File: src/include/hrs_pkg.sv
package hrs_pkg;

  // Clock rate
  localparam int unsigned CLK_HZ = 10000000;

  // Timing figures in their own units
  localparam int unsigned T_OPER_US = 500;
  localparam int unsigned T_LOAD_US = 99500;
  localparam int unsigned T_ATTACH_MS = 100;
  localparam int unsigned T_REQ_MS = 5;

  // Cycle counts derived from the rate; every time is a whole number of cycles
  localparam int unsigned OPER_CYC = (T_OPER_US * (CLK_HZ / 1000000));
  localparam int unsigned LOAD_CYC = (T_LOAD_US * (CLK_HZ / 1000000));
  localparam int unsigned ATTACH_CYC = (T_ATTACH_MS * (CLK_HZ / 1000));
  localparam int unsigned REQ_CYC = (T_REQ_MS * (CLK_HZ / 1000));

  // Counter width covers the longest count
  localparam int unsigned CNT_W = 24;

  // Configuration space
  localparam int unsigned CFG_AW = 8;
  localparam int unsigned CFG_DW = 8;
  localparam int unsigned CFG_NREG = 17;
  localparam logic [7:0] CFG_RST_VAL = 8'h00;
  localparam logic [7:0] CFG_UNDEF_VAL = 8'h00;

  // Built-in default image applied in strap and default modes
  localparam logic [7:0] CFG_DEFAULT_VAL = 8'h00;

  // Configuration source select encoding
  localparam logic [1:0] SRC_DEFAULT = 2'h0;
  localparam logic [1:0] SRC_STRAP = 2'h1;
  localparam logic [1:0] SRC_EEPROM = 2'h2;
  localparam logic [1:0] SRC_SMBUS = 2'h3;

  // Downstream port count
  localparam int unsigned NPORT = 4;

  // Strap bit positions in the strap register
  localparam int unsigned STRAP_AMBER = 0;
  localparam int unsigned STRAP_GREEN = 1;

  typedef enum logic [2:0] {
    ST_RESET,
    ST_STABILIZE,
    ST_LOAD,
    ST_ATTACH,
    ST_ATTACHED,
    ST_BUS_RESET,
    ST_RUN
  } hrs_state_t;

endpackage

File: src/core/hrs_sequencer.sv
`timescale 1ns/1ps
module hrs_sequencer #(
  parameter int unsigned OPER_CYCLES = hrs_pkg::OPER_CYC,
  parameter int unsigned LOAD_CYCLES = hrs_pkg::LOAD_CYC,
  parameter int unsigned ATTACH_CYCLES = hrs_pkg::ATTACH_CYC,
  parameter int unsigned REQ_CYCLES = hrs_pkg::REQ_CYC
) (
  input wire logic core_clk,
  input wire logic sys_rst,
  input wire logic [1:0] cfg_src,
  input wire logic smbus_disable,
  input wire logic self_powered,
  input wire logic amber_strap,
  input wire logic green_strap,
  input wire logic load_done,
  input wire logic cfg_wr,
  input wire logic cfg_rd,
  input wire logic [7:0] cfg_addr,
  input wire logic [7:0] cfg_wdata,
  input wire logic bus_reset,
  input wire logic suspend_req,
  input wire logic set_address,
  input wire logic [6:0] new_address,
  input wire logic set_config,
  input wire logic req_start,
  input wire logic req_done,
  input wire logic amber_on,
  input wire logic green_on,
  input wire logic [3:0] port_power_req,
  output logic [7:0] cfg_rdata,
  output logic cfg_ack,
  output logic osc_enable,
  output logic pll_enable,
  output logic phy_enable,
  output logic operational,
  output logic eeprom_fetch,
  output logic load_timeout,
  output logic attach,
  output logic [3:0] downstream_power_enable,
  output logic [3:0] port_enable,
  output logic transaction_translator_flush,
  output logic xact_abort,
  output logic suspended,
  output logic [6:0] dev_address,
  output logic configured,
  output logic req_timeout,
  output logic amber_out,
  output logic amber_oe,
  output logic green_out,
  output logic green_oe
);

  hrs_pkg::hrs_state_t state_q;
  logic [hrs_pkg::CNT_W-1:0] cnt_q;
  logic [hrs_pkg::CNT_W-1:0] req_cnt_q;
  logic req_busy_q;
  logic [1:0] strap_q;
  logic strap_taken_q;
  logic [7:0] cfg_mem_q [hrs_pkg::CFG_NREG];
  logic cfg_hit;
  logic use_straps;

  // Decode of the defined configuration set
  assign cfg_hit = (cfg_addr < 8'(hrs_pkg::CFG_NREG));
  assign use_straps = (cfg_src == hrs_pkg::SRC_DEFAULT) || (cfg_src == hrs_pkg::SRC_STRAP);

  // Start-up and bus reset sequencer
  always_ff @(posedge core_clk or posedge sys_rst) begin
    if (sys_rst) begin
      state_q <= hrs_pkg::ST_RESET;
      cnt_q <= '0;
      eeprom_fetch <= 1'b0;
      load_timeout <= 1'b0;
    end else begin
      eeprom_fetch <= 1'b0;
      case (state_q)
        hrs_pkg::ST_RESET: begin
          state_q <= hrs_pkg::ST_STABILIZE;
          cnt_q <= '0;
        end
        hrs_pkg::ST_STABILIZE: begin
          if (cnt_q >= hrs_pkg::CNT_W'(OPER_CYCLES - 1)) begin
            cnt_q <= '0;
            if (cfg_src == hrs_pkg::SRC_EEPROM && !smbus_disable) begin
              eeprom_fetch <= 1'b1;
              state_q <= hrs_pkg::ST_LOAD;
            end else if (cfg_src == hrs_pkg::SRC_SMBUS) begin
              state_q <= hrs_pkg::ST_LOAD;
            end else begin
              state_q <= hrs_pkg::ST_ATTACH;
            end
          end else begin
            cnt_q <= cnt_q + 1'b1;
          end
        end
        hrs_pkg::ST_LOAD: begin
          if (load_done) begin
            state_q <= hrs_pkg::ST_ATTACH;
            cnt_q <= '0;
          end else if (cnt_q >= hrs_pkg::CNT_W'(LOAD_CYCLES - 1) &&
                       (cfg_src == hrs_pkg::SRC_EEPROM || !self_powered)) begin
            load_timeout <= 1'b1;
            state_q <= hrs_pkg::ST_ATTACH;
            cnt_q <= '0;
          end else begin
            cnt_q <= cnt_q + 1'b1;
          end
        end
        hrs_pkg::ST_ATTACH: begin
          state_q <= hrs_pkg::ST_ATTACHED;
        end
        hrs_pkg::ST_ATTACHED: begin
          if (bus_reset) begin
            state_q <= hrs_pkg::ST_BUS_RESET;
          end
        end
        hrs_pkg::ST_BUS_RESET: begin
          if (!bus_reset) begin
            state_q <= hrs_pkg::ST_RUN;
          end
        end
        hrs_pkg::ST_RUN: begin
          if (bus_reset) begin
            state_q <= hrs_pkg::ST_BUS_RESET;
          end
        end
        default: state_q <= hrs_pkg::ST_RESET;
      endcase
    end
  end

  // Clock and transceiver enables
  always_ff @(posedge core_clk or posedge sys_rst) begin
    if (sys_rst) begin
      osc_enable <= 1'b0;
      pll_enable <= 1'b0;
      phy_enable <= 1'b0;
      operational <= 1'b0;
      attach <= 1'b0;
    end else begin
      osc_enable <= 1'b1;
      pll_enable <= 1'b1;
      operational <= (state_q != hrs_pkg::ST_RESET) && (state_q != hrs_pkg::ST_STABILIZE);
      phy_enable <= (state_q == hrs_pkg::ST_ATTACH) || (state_q == hrs_pkg::ST_ATTACHED) ||
                    (state_q == hrs_pkg::ST_BUS_RESET) || (state_q == hrs_pkg::ST_RUN);
      attach <= (state_q == hrs_pkg::ST_ATTACH) || (state_q == hrs_pkg::ST_ATTACHED) ||
                (state_q == hrs_pkg::ST_BUS_RESET) || (state_q == hrs_pkg::ST_RUN);
    end
  end

  // Strap capture once after reset release
  always_ff @(posedge core_clk or posedge sys_rst) begin
    if (sys_rst) begin
      strap_q <= 2'h0;
      strap_taken_q <= 1'b0;
    end else if (!strap_taken_q) begin
      strap_q[hrs_pkg::STRAP_AMBER] <= amber_strap;
      strap_q[hrs_pkg::STRAP_GREEN] <= green_strap;
      strap_taken_q <= 1'b1;
    end
  end

  // Downstream ports; bus reset is not forwarded, power and port enables drop
  always_ff @(posedge core_clk or posedge sys_rst) begin
    if (sys_rst) begin
      downstream_power_enable <= 4'h0;
      port_enable <= 4'h0;
      transaction_translator_flush <= 1'b0;
    end else begin
      transaction_translator_flush <= bus_reset;
      if (bus_reset || state_q != hrs_pkg::ST_RUN) begin
        downstream_power_enable <= 4'h0;
      end else begin
        downstream_power_enable <= port_power_req;
      end
      port_enable <= (state_q == hrs_pkg::ST_RUN) ? 4'hf : 4'h0;
    end
  end

  // Transaction abort marker held through reset
  always_ff @(posedge core_clk or posedge sys_rst) begin
    if (sys_rst) begin
      xact_abort <= 1'b1;
    end else begin
      xact_abort <= 1'b0;
    end
  end

  // Device address, configuration and suspend state
  always_ff @(posedge core_clk or posedge sys_rst) begin
    if (sys_rst) begin
      dev_address <= 7'h00;
      configured <= 1'b0;
      suspended <= 1'b0;
    end else if (bus_reset) begin
      dev_address <= 7'h00;
      configured <= 1'b0;
      suspended <= 1'b0;
    end else begin
      if (set_address) begin
        dev_address <= new_address;
      end
      if (set_config) begin
        configured <= 1'b1;
      end
      if (suspend_req) begin
        suspended <= 1'b1;
      end
    end
  end

  // Standard request completion watchdog
  always_ff @(posedge core_clk or posedge sys_rst) begin
    if (sys_rst) begin
      req_busy_q <= 1'b0;
      req_cnt_q <= '0;
      req_timeout <= 1'b0;
    end else begin
      req_timeout <= 1'b0;
      if (bus_reset || req_done) begin
        req_busy_q <= 1'b0;
        req_cnt_q <= '0;
      end else if (req_start && state_q == hrs_pkg::ST_RUN) begin
        req_busy_q <= 1'b1;
        req_cnt_q <= '0;
      end else if (req_busy_q) begin
        if (req_cnt_q >= hrs_pkg::CNT_W'(REQ_CYCLES - 1)) begin
          req_timeout <= 1'b1;
          req_busy_q <= 1'b0;
        end else begin
          req_cnt_q <= req_cnt_q + 1'b1;
        end
      end
    end
  end

  // Configuration storage, defaults applied in strap and default modes
  genvar gi;
  generate
    for (gi = 0; gi < hrs_pkg::CFG_NREG; gi++) begin : g_cfg
      always_ff @(posedge core_clk or posedge sys_rst) begin
        if (sys_rst) begin
          cfg_mem_q[gi] <= hrs_pkg::CFG_RST_VAL;
        end else if (state_q == hrs_pkg::ST_STABILIZE && use_straps) begin
          cfg_mem_q[gi] <= hrs_pkg::CFG_DEFAULT_VAL;
        end else if (cfg_wr && cfg_hit && cfg_addr == 8'(gi)) begin
          cfg_mem_q[gi] <= cfg_wdata;
        end
      end
    end
  endgenerate

  // Configuration read and write answer
  always_ff @(posedge core_clk or posedge sys_rst) begin
    if (sys_rst) begin
      cfg_rdata <= 8'h00;
      cfg_ack <= 1'b0;
    end else begin
      cfg_ack <= cfg_rd || cfg_wr;
      if (cfg_rd && cfg_hit) begin
        cfg_rdata <= cfg_mem_q[cfg_addr[4:0]];
      end else if (cfg_rd) begin
        cfg_rdata <= hrs_pkg::CFG_UNDEF_VAL;
      end
    end
  end

  // Indicator drive; polarity follows the captured strap in strap and default modes
  always_ff @(posedge core_clk or posedge sys_rst) begin
    if (sys_rst) begin
      amber_out <= 1'b0;
      amber_oe <= 1'b0;
      green_out <= 1'b0;
      green_oe <= 1'b0;
    end else if (!strap_taken_q || !operational) begin
      amber_out <= 1'b0;
      amber_oe <= 1'b0;
      green_out <= 1'b0;
      green_oe <= 1'b0;
    end else begin
      amber_oe <= 1'b1;
      green_oe <= 1'b1;
      amber_out <= (use_straps && strap_q[hrs_pkg::STRAP_AMBER]) ? !amber_on : amber_on;
      green_out <= (use_straps && strap_q[hrs_pkg::STRAP_GREEN]) ? !green_on : green_on;
    end
  end

endmodule

File: config.mk
export PLATFORM = sky130hd
export DESIGN_NAME = hrs_sequencer
export DESIGN_NICKNAME = d
export VERILOG_FILES = /design/src/include/hrs_pkg.sv /design/src/core/hrs_sequencer.sv
export SDC_FILE = /design/constraint.sdc
export NUM_CORES = 1
export LEC_CHECK = 0
export ABC_AREA = 0
export BUFFER_PORTS_ARGS = -buffer_cell sky130_fd_sc_hd__buf_2
export CORE_ASPECT_RATIO = 1.75
export CORE_UTILIZATION = 40
export CTS_BUF_LIST = sky130_fd_sc_hd__clkbuf_2
export CTS_CLUSTER_SIZE = 12
export DETAILED_ROUTE_END_ITERATION = 8
export PLACE_DENSITY = 0.68
export SYNTH_ARGS = -nofsm -noshare
export SYNTH_HDL_FRONTEND = slang
export SYNTH_SLANG_ARGS = --single-unit
File: constraint.sdc
create_clock -name core_clk -period 9.25 [get_ports core_clk]
set_clock_uncertainty 0.1 [all_clocks]
set_input_delay 0.4625 -clock core_clk [delete_from_list [all_inputs] [get_ports core_clk]]
set_output_delay 0.4625 -clock core_clk [all_outputs]
set_load 0.005 [all_outputs]
==> impl_metrics.json, run 1 <==
{
  "status": "finished with violations",
  "violations": "design-rule violations",
  "finalPower_mw": 2.10,
  "clkSinkCount": 224,
  "synthFlopType": "dfrtp_1",
  "fin_nets": 1190,
  "hold_viol_final": 0,
  "arrival_ns": 3.78,
  "synthDominantCellAreaShare_pct": 52.1,
  "synth_enable_flop_cells": 0,
  "place.detailed.hpwl_um": 17200,
  "cp-start-kind": "input pin",
  "setup_viol": 0,
  "maxCapViolations": 0,
  "worst_slew_pin_slew_ns": 1.10,
  "synth_top_area_cell": "dfrtp_1",
  "overflow": 0,
  "finalWirelength_um": 27200,
  "ctsResizeCount": 0,
  "rows": 78,
  "area_growth_pct": 16.2,
  "cts_tree": "built",
  "via_per_inst": 5.41,
  "cts_setup_buffers": 0,
  "netlist_area_um2": 10700,
  "drc": 5,
  "synth_async_sr_flop_share_pct": 100,
  "synth-seq-cells": 224,
  "ios": 86,
  "io_buffers": 85,
  "seq_area_um2": 5610,
  "final_area_um2": 12400,
  "postPlaceCellArea_um2": 11300,
  "n_fill_cell": 2434,
  "leakage_nw": 5.93,
  "clkLatencyLatePin_ns": 0.83,
  "routedWlPerCell_um": 18.1,
  "die_y_um": 218,
  "p_int_mw": 1.41,
  "rsz0062_at_grt": "no",
  "cts_max_level": 2,
  "multi_input_area_um2": 4720,
  "grt_busiest_layer": "met2",
  "synth_top_family_by_area": "multiplexers",
  "worstHoldPathType": "input pin to flop",
  "crit_fanout": 37,
  "grt_use_met1_pct": 21.6,
  "yosys-mux-area-fraction_pct": 18.6,
  "synthDistinctLibCells": 52,
  "use_met3_pct": 3.50,
  "p_switching_uw": 684,
  "die_w_um": 126,
  "synthXorXnorAreaFrac_pct": 1.15,
  "cts_root_buffer": "clkbuf_2",
  "drt-pass1-iter-count": 8,
  "grtUsageTotal_pct": 20.6,
  "dieArea_um2": 27400,
  "p_clk_share_pct": 32.0,
  "crit_required_ns": 9.95,
  "grt_util_met2_pct": 38.3,
  "yosysMostFrequentCell": "dfrtp_1",
  "ys_top_cells_by_area": "dfrtp_1, mux2i_1, mux4_2",
  "slew_headroom_pct": 26.3,
  "fmax_ghz": 0.325,
  "maxSlewViolCount": 0,
  "synth_compound_gate_area_share_pct": 8.21,
  "antenna_left": 0,
  "yosys.area_share.simple_pct": 15.8,
  "dr_total_vias": 8146,
  "cts_buffers": 55,
  "synthAdderAreaFrac_pct": 0.234,
  "end_kind": "flop",
  "crit_type": "input pin to flop",
  "swShare_pct": 32.6,
  "yosysWarnings": 0,
  "synth-seq-area-share_pct": 52.4,
  "drive_gt1_share_pct": 20.0,
  "syn_avg_cell_area_um2": 10.7,
  "gp_congestion": 0.787,
  "syn_inst": 1003,
  "synthTopCellsByCount": "dfrtp_1, nor2_1, mux2i_1, nand2_1, o21ai_0",
  "cts_buffer_depth": 3,
  "ir_drop_uv": 140,
  "grt_pass1_wl_um": 44000,
  "synth.net_count": 1051,
  "fin_crit_sh_pct": 33.3,
  "start_util_pct": 40.9,
  "cts_hold_buf": 65,
  "clk_pin_slew_ns": 0.11,
  "power.density_nw_per_um2": 169,
  "seqPwrFrac_pct": 50.5,
  "min_period_ns": 3.08,
  "first_iter_violations": 365,
  "combPwrFrac_pct": 17.5,
  "setup_tns_ns": 0,
  "core_um2": 26200,
  "grt_pass1_vias": 8412,
  "antenna_found_initial": 1,
  "grt_start_max_net_pins": 142
}
==> stage by stage <==
| stage | util, % | worst slack (ns) | hold slack, ns | instances |
|---|---|---|---|---|
| floorplan | - | 2.55 | 0.351 | 1003 |
| global placement | 43.1 | 5.63 | 0.341 | 1340 |
| detailed placement | 43.1 | 5.57 | 0.350 | 1340 |
| CTS | 47.5 | 6.39 | 0.0549 | 1504 |
| global route | 47.5 | 5.96 | 0.0898 | 1505 |
| finish | 47.5 | 6.17 | 0.162 | 1505 |
==> final timing paths <==
path | depth (start not counted) | slack [ns] | startpoint | end
max in group asynchronous | 4 | 7.09 | sys_rst | cfg_mem_q[81]$_DFFE_PP0P_
worst max-delay path | 6 | 6.17 | cfg_addr[1] | cfg_mem_q[22]$_DFFE_PP0P_
worst min-delay path | 4 | 0.16 | cfg_addr[2] | cfg_rdata[7]$_DFFE_PP0P_
worst min register to register | 1 | 0.39 | cnt_q[23]$_DFFE_PP0P_ | cnt_q[23]$_DFFE_PP0P_
min in group asynchronous | 3 | 0.32 | sys_rst | cfg_mem_q[37]$_DFFE_PP0P_
worst max register to register | 5 | 6.38 | state_q[0]$_DFFE_PP0P_ | cfg_mem_q[84]$_DFFE_PP0P_
==> worst max-delay path, stage by stage <==
cell	delay [ns]
buf_2	0.76
nand3_1	0.94
nor2_1	0.72
nand2_1	0.15
a21oi_1	0.15
dlygate4sd3_1	0.56
==> kinds of logic (layout without fill, tap and decap cells) <==
logic type / count (synthesis) / after routing
fa+ha+maj: 2 / 2
simple gates: 363 / 363
flops: 224 / 224
mux: 149 / 149
buf+inv: 91 / 272
other cells: 2 / 3
xor+xnor: 14 / 14
compound gates: 158 / 158
==> cell type report <==
type	count	share of cell area, %
Timing Repair Buffer	157	9.08
Clock buffer	80	3.22
Tap cell	320	3.22
Inverter	16	0.543
Multi-Input combinational cell	688	38.0
Sequential cell	224	45.1
Antenna cell	1	0.0201
Clock inverter	19	0.845
==> cells in the final DEF, fill, tap and decap left out, types with 13 or more instances in the layout <==
cell type      instances
buf_2                 85
nor2b_1               13
clkbuf_2              80
and3_1                13
dlygate4sd3_1         65
nor2_1               146
mux4_2                40
o21ai_0               67
a21oi_1               64
dfrtp_1              223
inv_1                 15
nand2_1               80
mux2i_1              107
nand3_1               32
xnor2_1               13
==> power by group through the flow <==
stage,clock (mW),combinational [mW],sequential [mW]
3_5_place_dp,0,0.338,1.08
4_1_cts,0.708,0.368,1.06
5_1_grt,0.748,0.404,1.07
2_1_floorplan,0,0.252,1.07
6_report,0.671,0.367,1.06
3_3_place_gp,0,0.337,1.08
==> registers in the layout, summed over array words and instances, names as in the netlist, 2 cells and up <==
name and flops:
state_q 3, cfg_mem_q 136, strap_q 2, cfg_rdata 8, downstream_power_enable 4, req_cnt_q 24
cnt_q 24, dev_address 7
==> routing by layer <==
metal | part of all wire [%] | routed length, um | up-vias
met5 | 0 | 0 | -
met4 | 4.6 | 1250 | 0
met3 | 3.9 | 1050 | 74
met2 | 54 | 14700 | 224
met1 | 38 | 10300 | 4037
li1 | - | - | 3811
Note: power is estimated with default switching activity, not from simulation.
==> inputs of run 2 (changes only) <==
==> constraint.sdc (replaced) <==
create_clock -name core_clk -period 3.1 [get_ports core_clk]
set_clock_uncertainty 0.1 [all_clocks]
set_input_delay 0.155 -clock core_clk [delete_from_list [all_inputs] [get_ports core_clk]]
set_output_delay 0.155 -clock core_clk [all_outputs]
set_load 0.005 [all_outputs]
==> run 2 against run 1 <==
  * The run still ends with design-rule violations left
  * Sequential power grew to 3.0 times the previous value
  * Final cell count grew 3.7%
  * Sequential share of layout area shrank 2.0 points
  * Power grew to 3.0 times the previous value
  * Clock-buffer cell count shrank 1
  * Sequential cell count is the same
  * Combinational power grew to 3.2 times the previous value
  * Non-clock buffer count grew 59
  * Critical endpoint is now cfg_mem_q[117]$_DFFE_PP0P_
  * Largest cell class unchanged
==> impl_metrics.json, run 2 (same netlist as run 1, synthesis figures left out) <==
{
  "status": "finished with violations",
  "violations": "design-rule violations",
  "post-place-ws_ns": 0.678,
  "io_buffers": 85,
  "combPwrFrac_pct": 18.9,
  "end_kind": "flop",
  "layout_common_cells": "dfrtp_1, nor2_1, mux2i_1",
  "crit_type": "input pin to flop",
  "antenna_left": 0,
  "fmax_ghz": 0.343,
  "first_iter_violations": 381,
  "slew_headroom_pct": 44.1,
  "grt_pass1_wl_um": 45300,
  "arrival_ns": 3.66,
  "cts_setup_buffers": 0,
  "clkSinkCount": 224,
  "hold_viol_final": 0,
  "die_y_um": 218,
  "overflow": 0,
  "cts_buffers": 54,
  "p_switching_mw": 2.05,
  "drc": 10,
  "start_util_pct": 40.9,
  "dpl.cell_count": 1365,
  "p_int_mw": 4.27,
  "grt_start_max_net_pins": 137,
  "cp_cell_sequence": "dlygate4sd3_1 -> buf_2 -> nor3_1 -> and3b_1 -> dlygate4sd3_1 -> and3b_1 -> dlygate4sd3_1 -> buf_4 -> nand3_1 -> dlygate4sd3_1 -> a21oi_1",
  "dr_total_vias": 8372,
  "worstHoldPathType": "input pin to flop",
  "path_common_cell": "dlygate4sd3_1",
  "ios": 86,
  "largest_reg_flops": 136,
  "rows": 78,
  "place.detailed.hpwl_um": 17600,
  "worst_slew_pin_slew_ns": 0.838,
  "ir_drop_uv": 691,
  "area_growth_pct": 21.5,
  "dr_wl_met3_um": 1160,
  "cts_tree": "built",
  "drt-pass1-iter-count": 9,
  "crit_fanout": 9,
  "crit_required_ns": 3.84,
  "whs_ns": 0.0802,
  "cp-start-kind": "input pin",
  "fin_nets": 1248,
  "antenna_found_initial": 4,
  "highest_layer": "met4",
  "clk_pin_slew_ns": 0.12,
  "fin_crit_sh_pct": 94.1,
  "final_area_um2": 13000,
  "largest_registers": "cfg_mem_q: 136 flops, cnt_q: 24 flops, req_cnt_q: 24 flops",
  "regMostFlops": "cfg_mem_q",
  "cts_max_level": 2,
  "critical-path-max-stage-delay_ns": 0.64,
  "dieArea_um2": 27400,
  "maxSlewViolCount": 0,
  "final_cells": 1561,
  "cpMaxStageDelayCell": "dlygate4sd3_1",
  "grt_pass1_vias": 8690,
  "rsz0062_at_grt": "no",
  "seqPwrFrac_pct": 49.9,
  "cts_buffer_depth": 3,
  "die_w_um": 126,
  "final_util_pct": 49.7,
  "setup_viol": 0,
  "finalWorstSetupSlack_ns": 0.183,
  "finalWirelength_um": 27900,
  "routedWlPerCell_um": 17.9,
  "gp_congestion": 0.866,
  "via_per_inst": 5.36,
  "grtUsageTotal_pct": 21.0,
  "final_common_cell": "dfrtp_1",
  "swShare_pct": 32.4,
  "maxCapViolations": 0,
  "leakage_nw": 6.20,
  "clkLatencyLatePin_ns": 0.91,
  "core_um2": 26200,
  "p_clk_share_pct": 31.2,
  "postPlaceCellArea_um2": 11500,
  "met2_length_um": 15400,
  "min_period_ns": 2.92,
  "drive_gt1_share_pct": 20.8,
  "finalPower_mw": 6.32,
  "power.density_nw_per_um2": 486,
  "cts_root_buffer": "clkbuf_2",
  "wl_met1_um": 10400,
  "setup_tns_ns": 0
}
[run 2: worst paths after layout]
kind                                        start                         end  slack, ns  cells after the start
max                                   cfg_addr[5]  cfg_mem_q[117]$_DFFE_PP0P_       0.18                     11
min                                   cfg_addr[0]   cfg_mem_q[78]$_DFFE_PP0P_       0.08                      4
max reg2reg                state_q[1]$_DFFE_PP0P_      state_q[0]$_DFFE_PP0P_       0.31                      7
min reg2reg                 cnt_q[23]$_DFFE_PP0P_       cnt_q[23]$_DFFE_PP0P_       0.40                      1
max in group asynchronous                 sys_rst        xact_abort$_DFF_PP1_       1.55                      5
min in group asynchronous                 sys_rst   cfg_mem_q[50]$_DFFE_PP0P_       0.37                      4
[run 2: worst max-delay path: cells and delay by family]
kind,cells,cell delay [ns]
buffers and inverters,6,2.61
AOI/OAI and AO/OA,1,0.12
and+or+nand+nor,4,0.77
[run 2: what timing repair did]
item                                    4_1_cts  5_1_grt
endpoints found under the hold margin       440        0
hold buffers                                 99        0
endpoints found under the setup margin        0        0
resized for setup                             0        0
[run 2: cell type report]
cell class,instances,area [um2]
multi-input combinational,688,4720
fill,2383,13100
inverter,16,63.8
clock buffer,79,395
sequential,224,5610
timing repair buffer,216,1720
antenna,4,10.0
tap,320,400
clock inverter,14,87.6
[run 2: power by group through the flow]
stage / Combinational (mW) / Clock (mW) / Sequential, mW
2_1_floorplan: 0.751 / 0 / 3.18
4_1_cts: 1.19 / 2.06 / 3.15
6_report: 1.19 / 1.97 / 3.16
5_1_grt: 1.31 / 2.17 / 3.17
3_5_place_dp: 1.07 / 0 / 3.21
3_3_place_gp: 1.05 / 0 / 3.20
[run 2: layer usage]
metal,vias to the layer above,track usage (%)
met5,-,0
met4,0,9.35
met3,65,3.43
met2,228,39.6
met1,4157,22.7
li1,3922,-
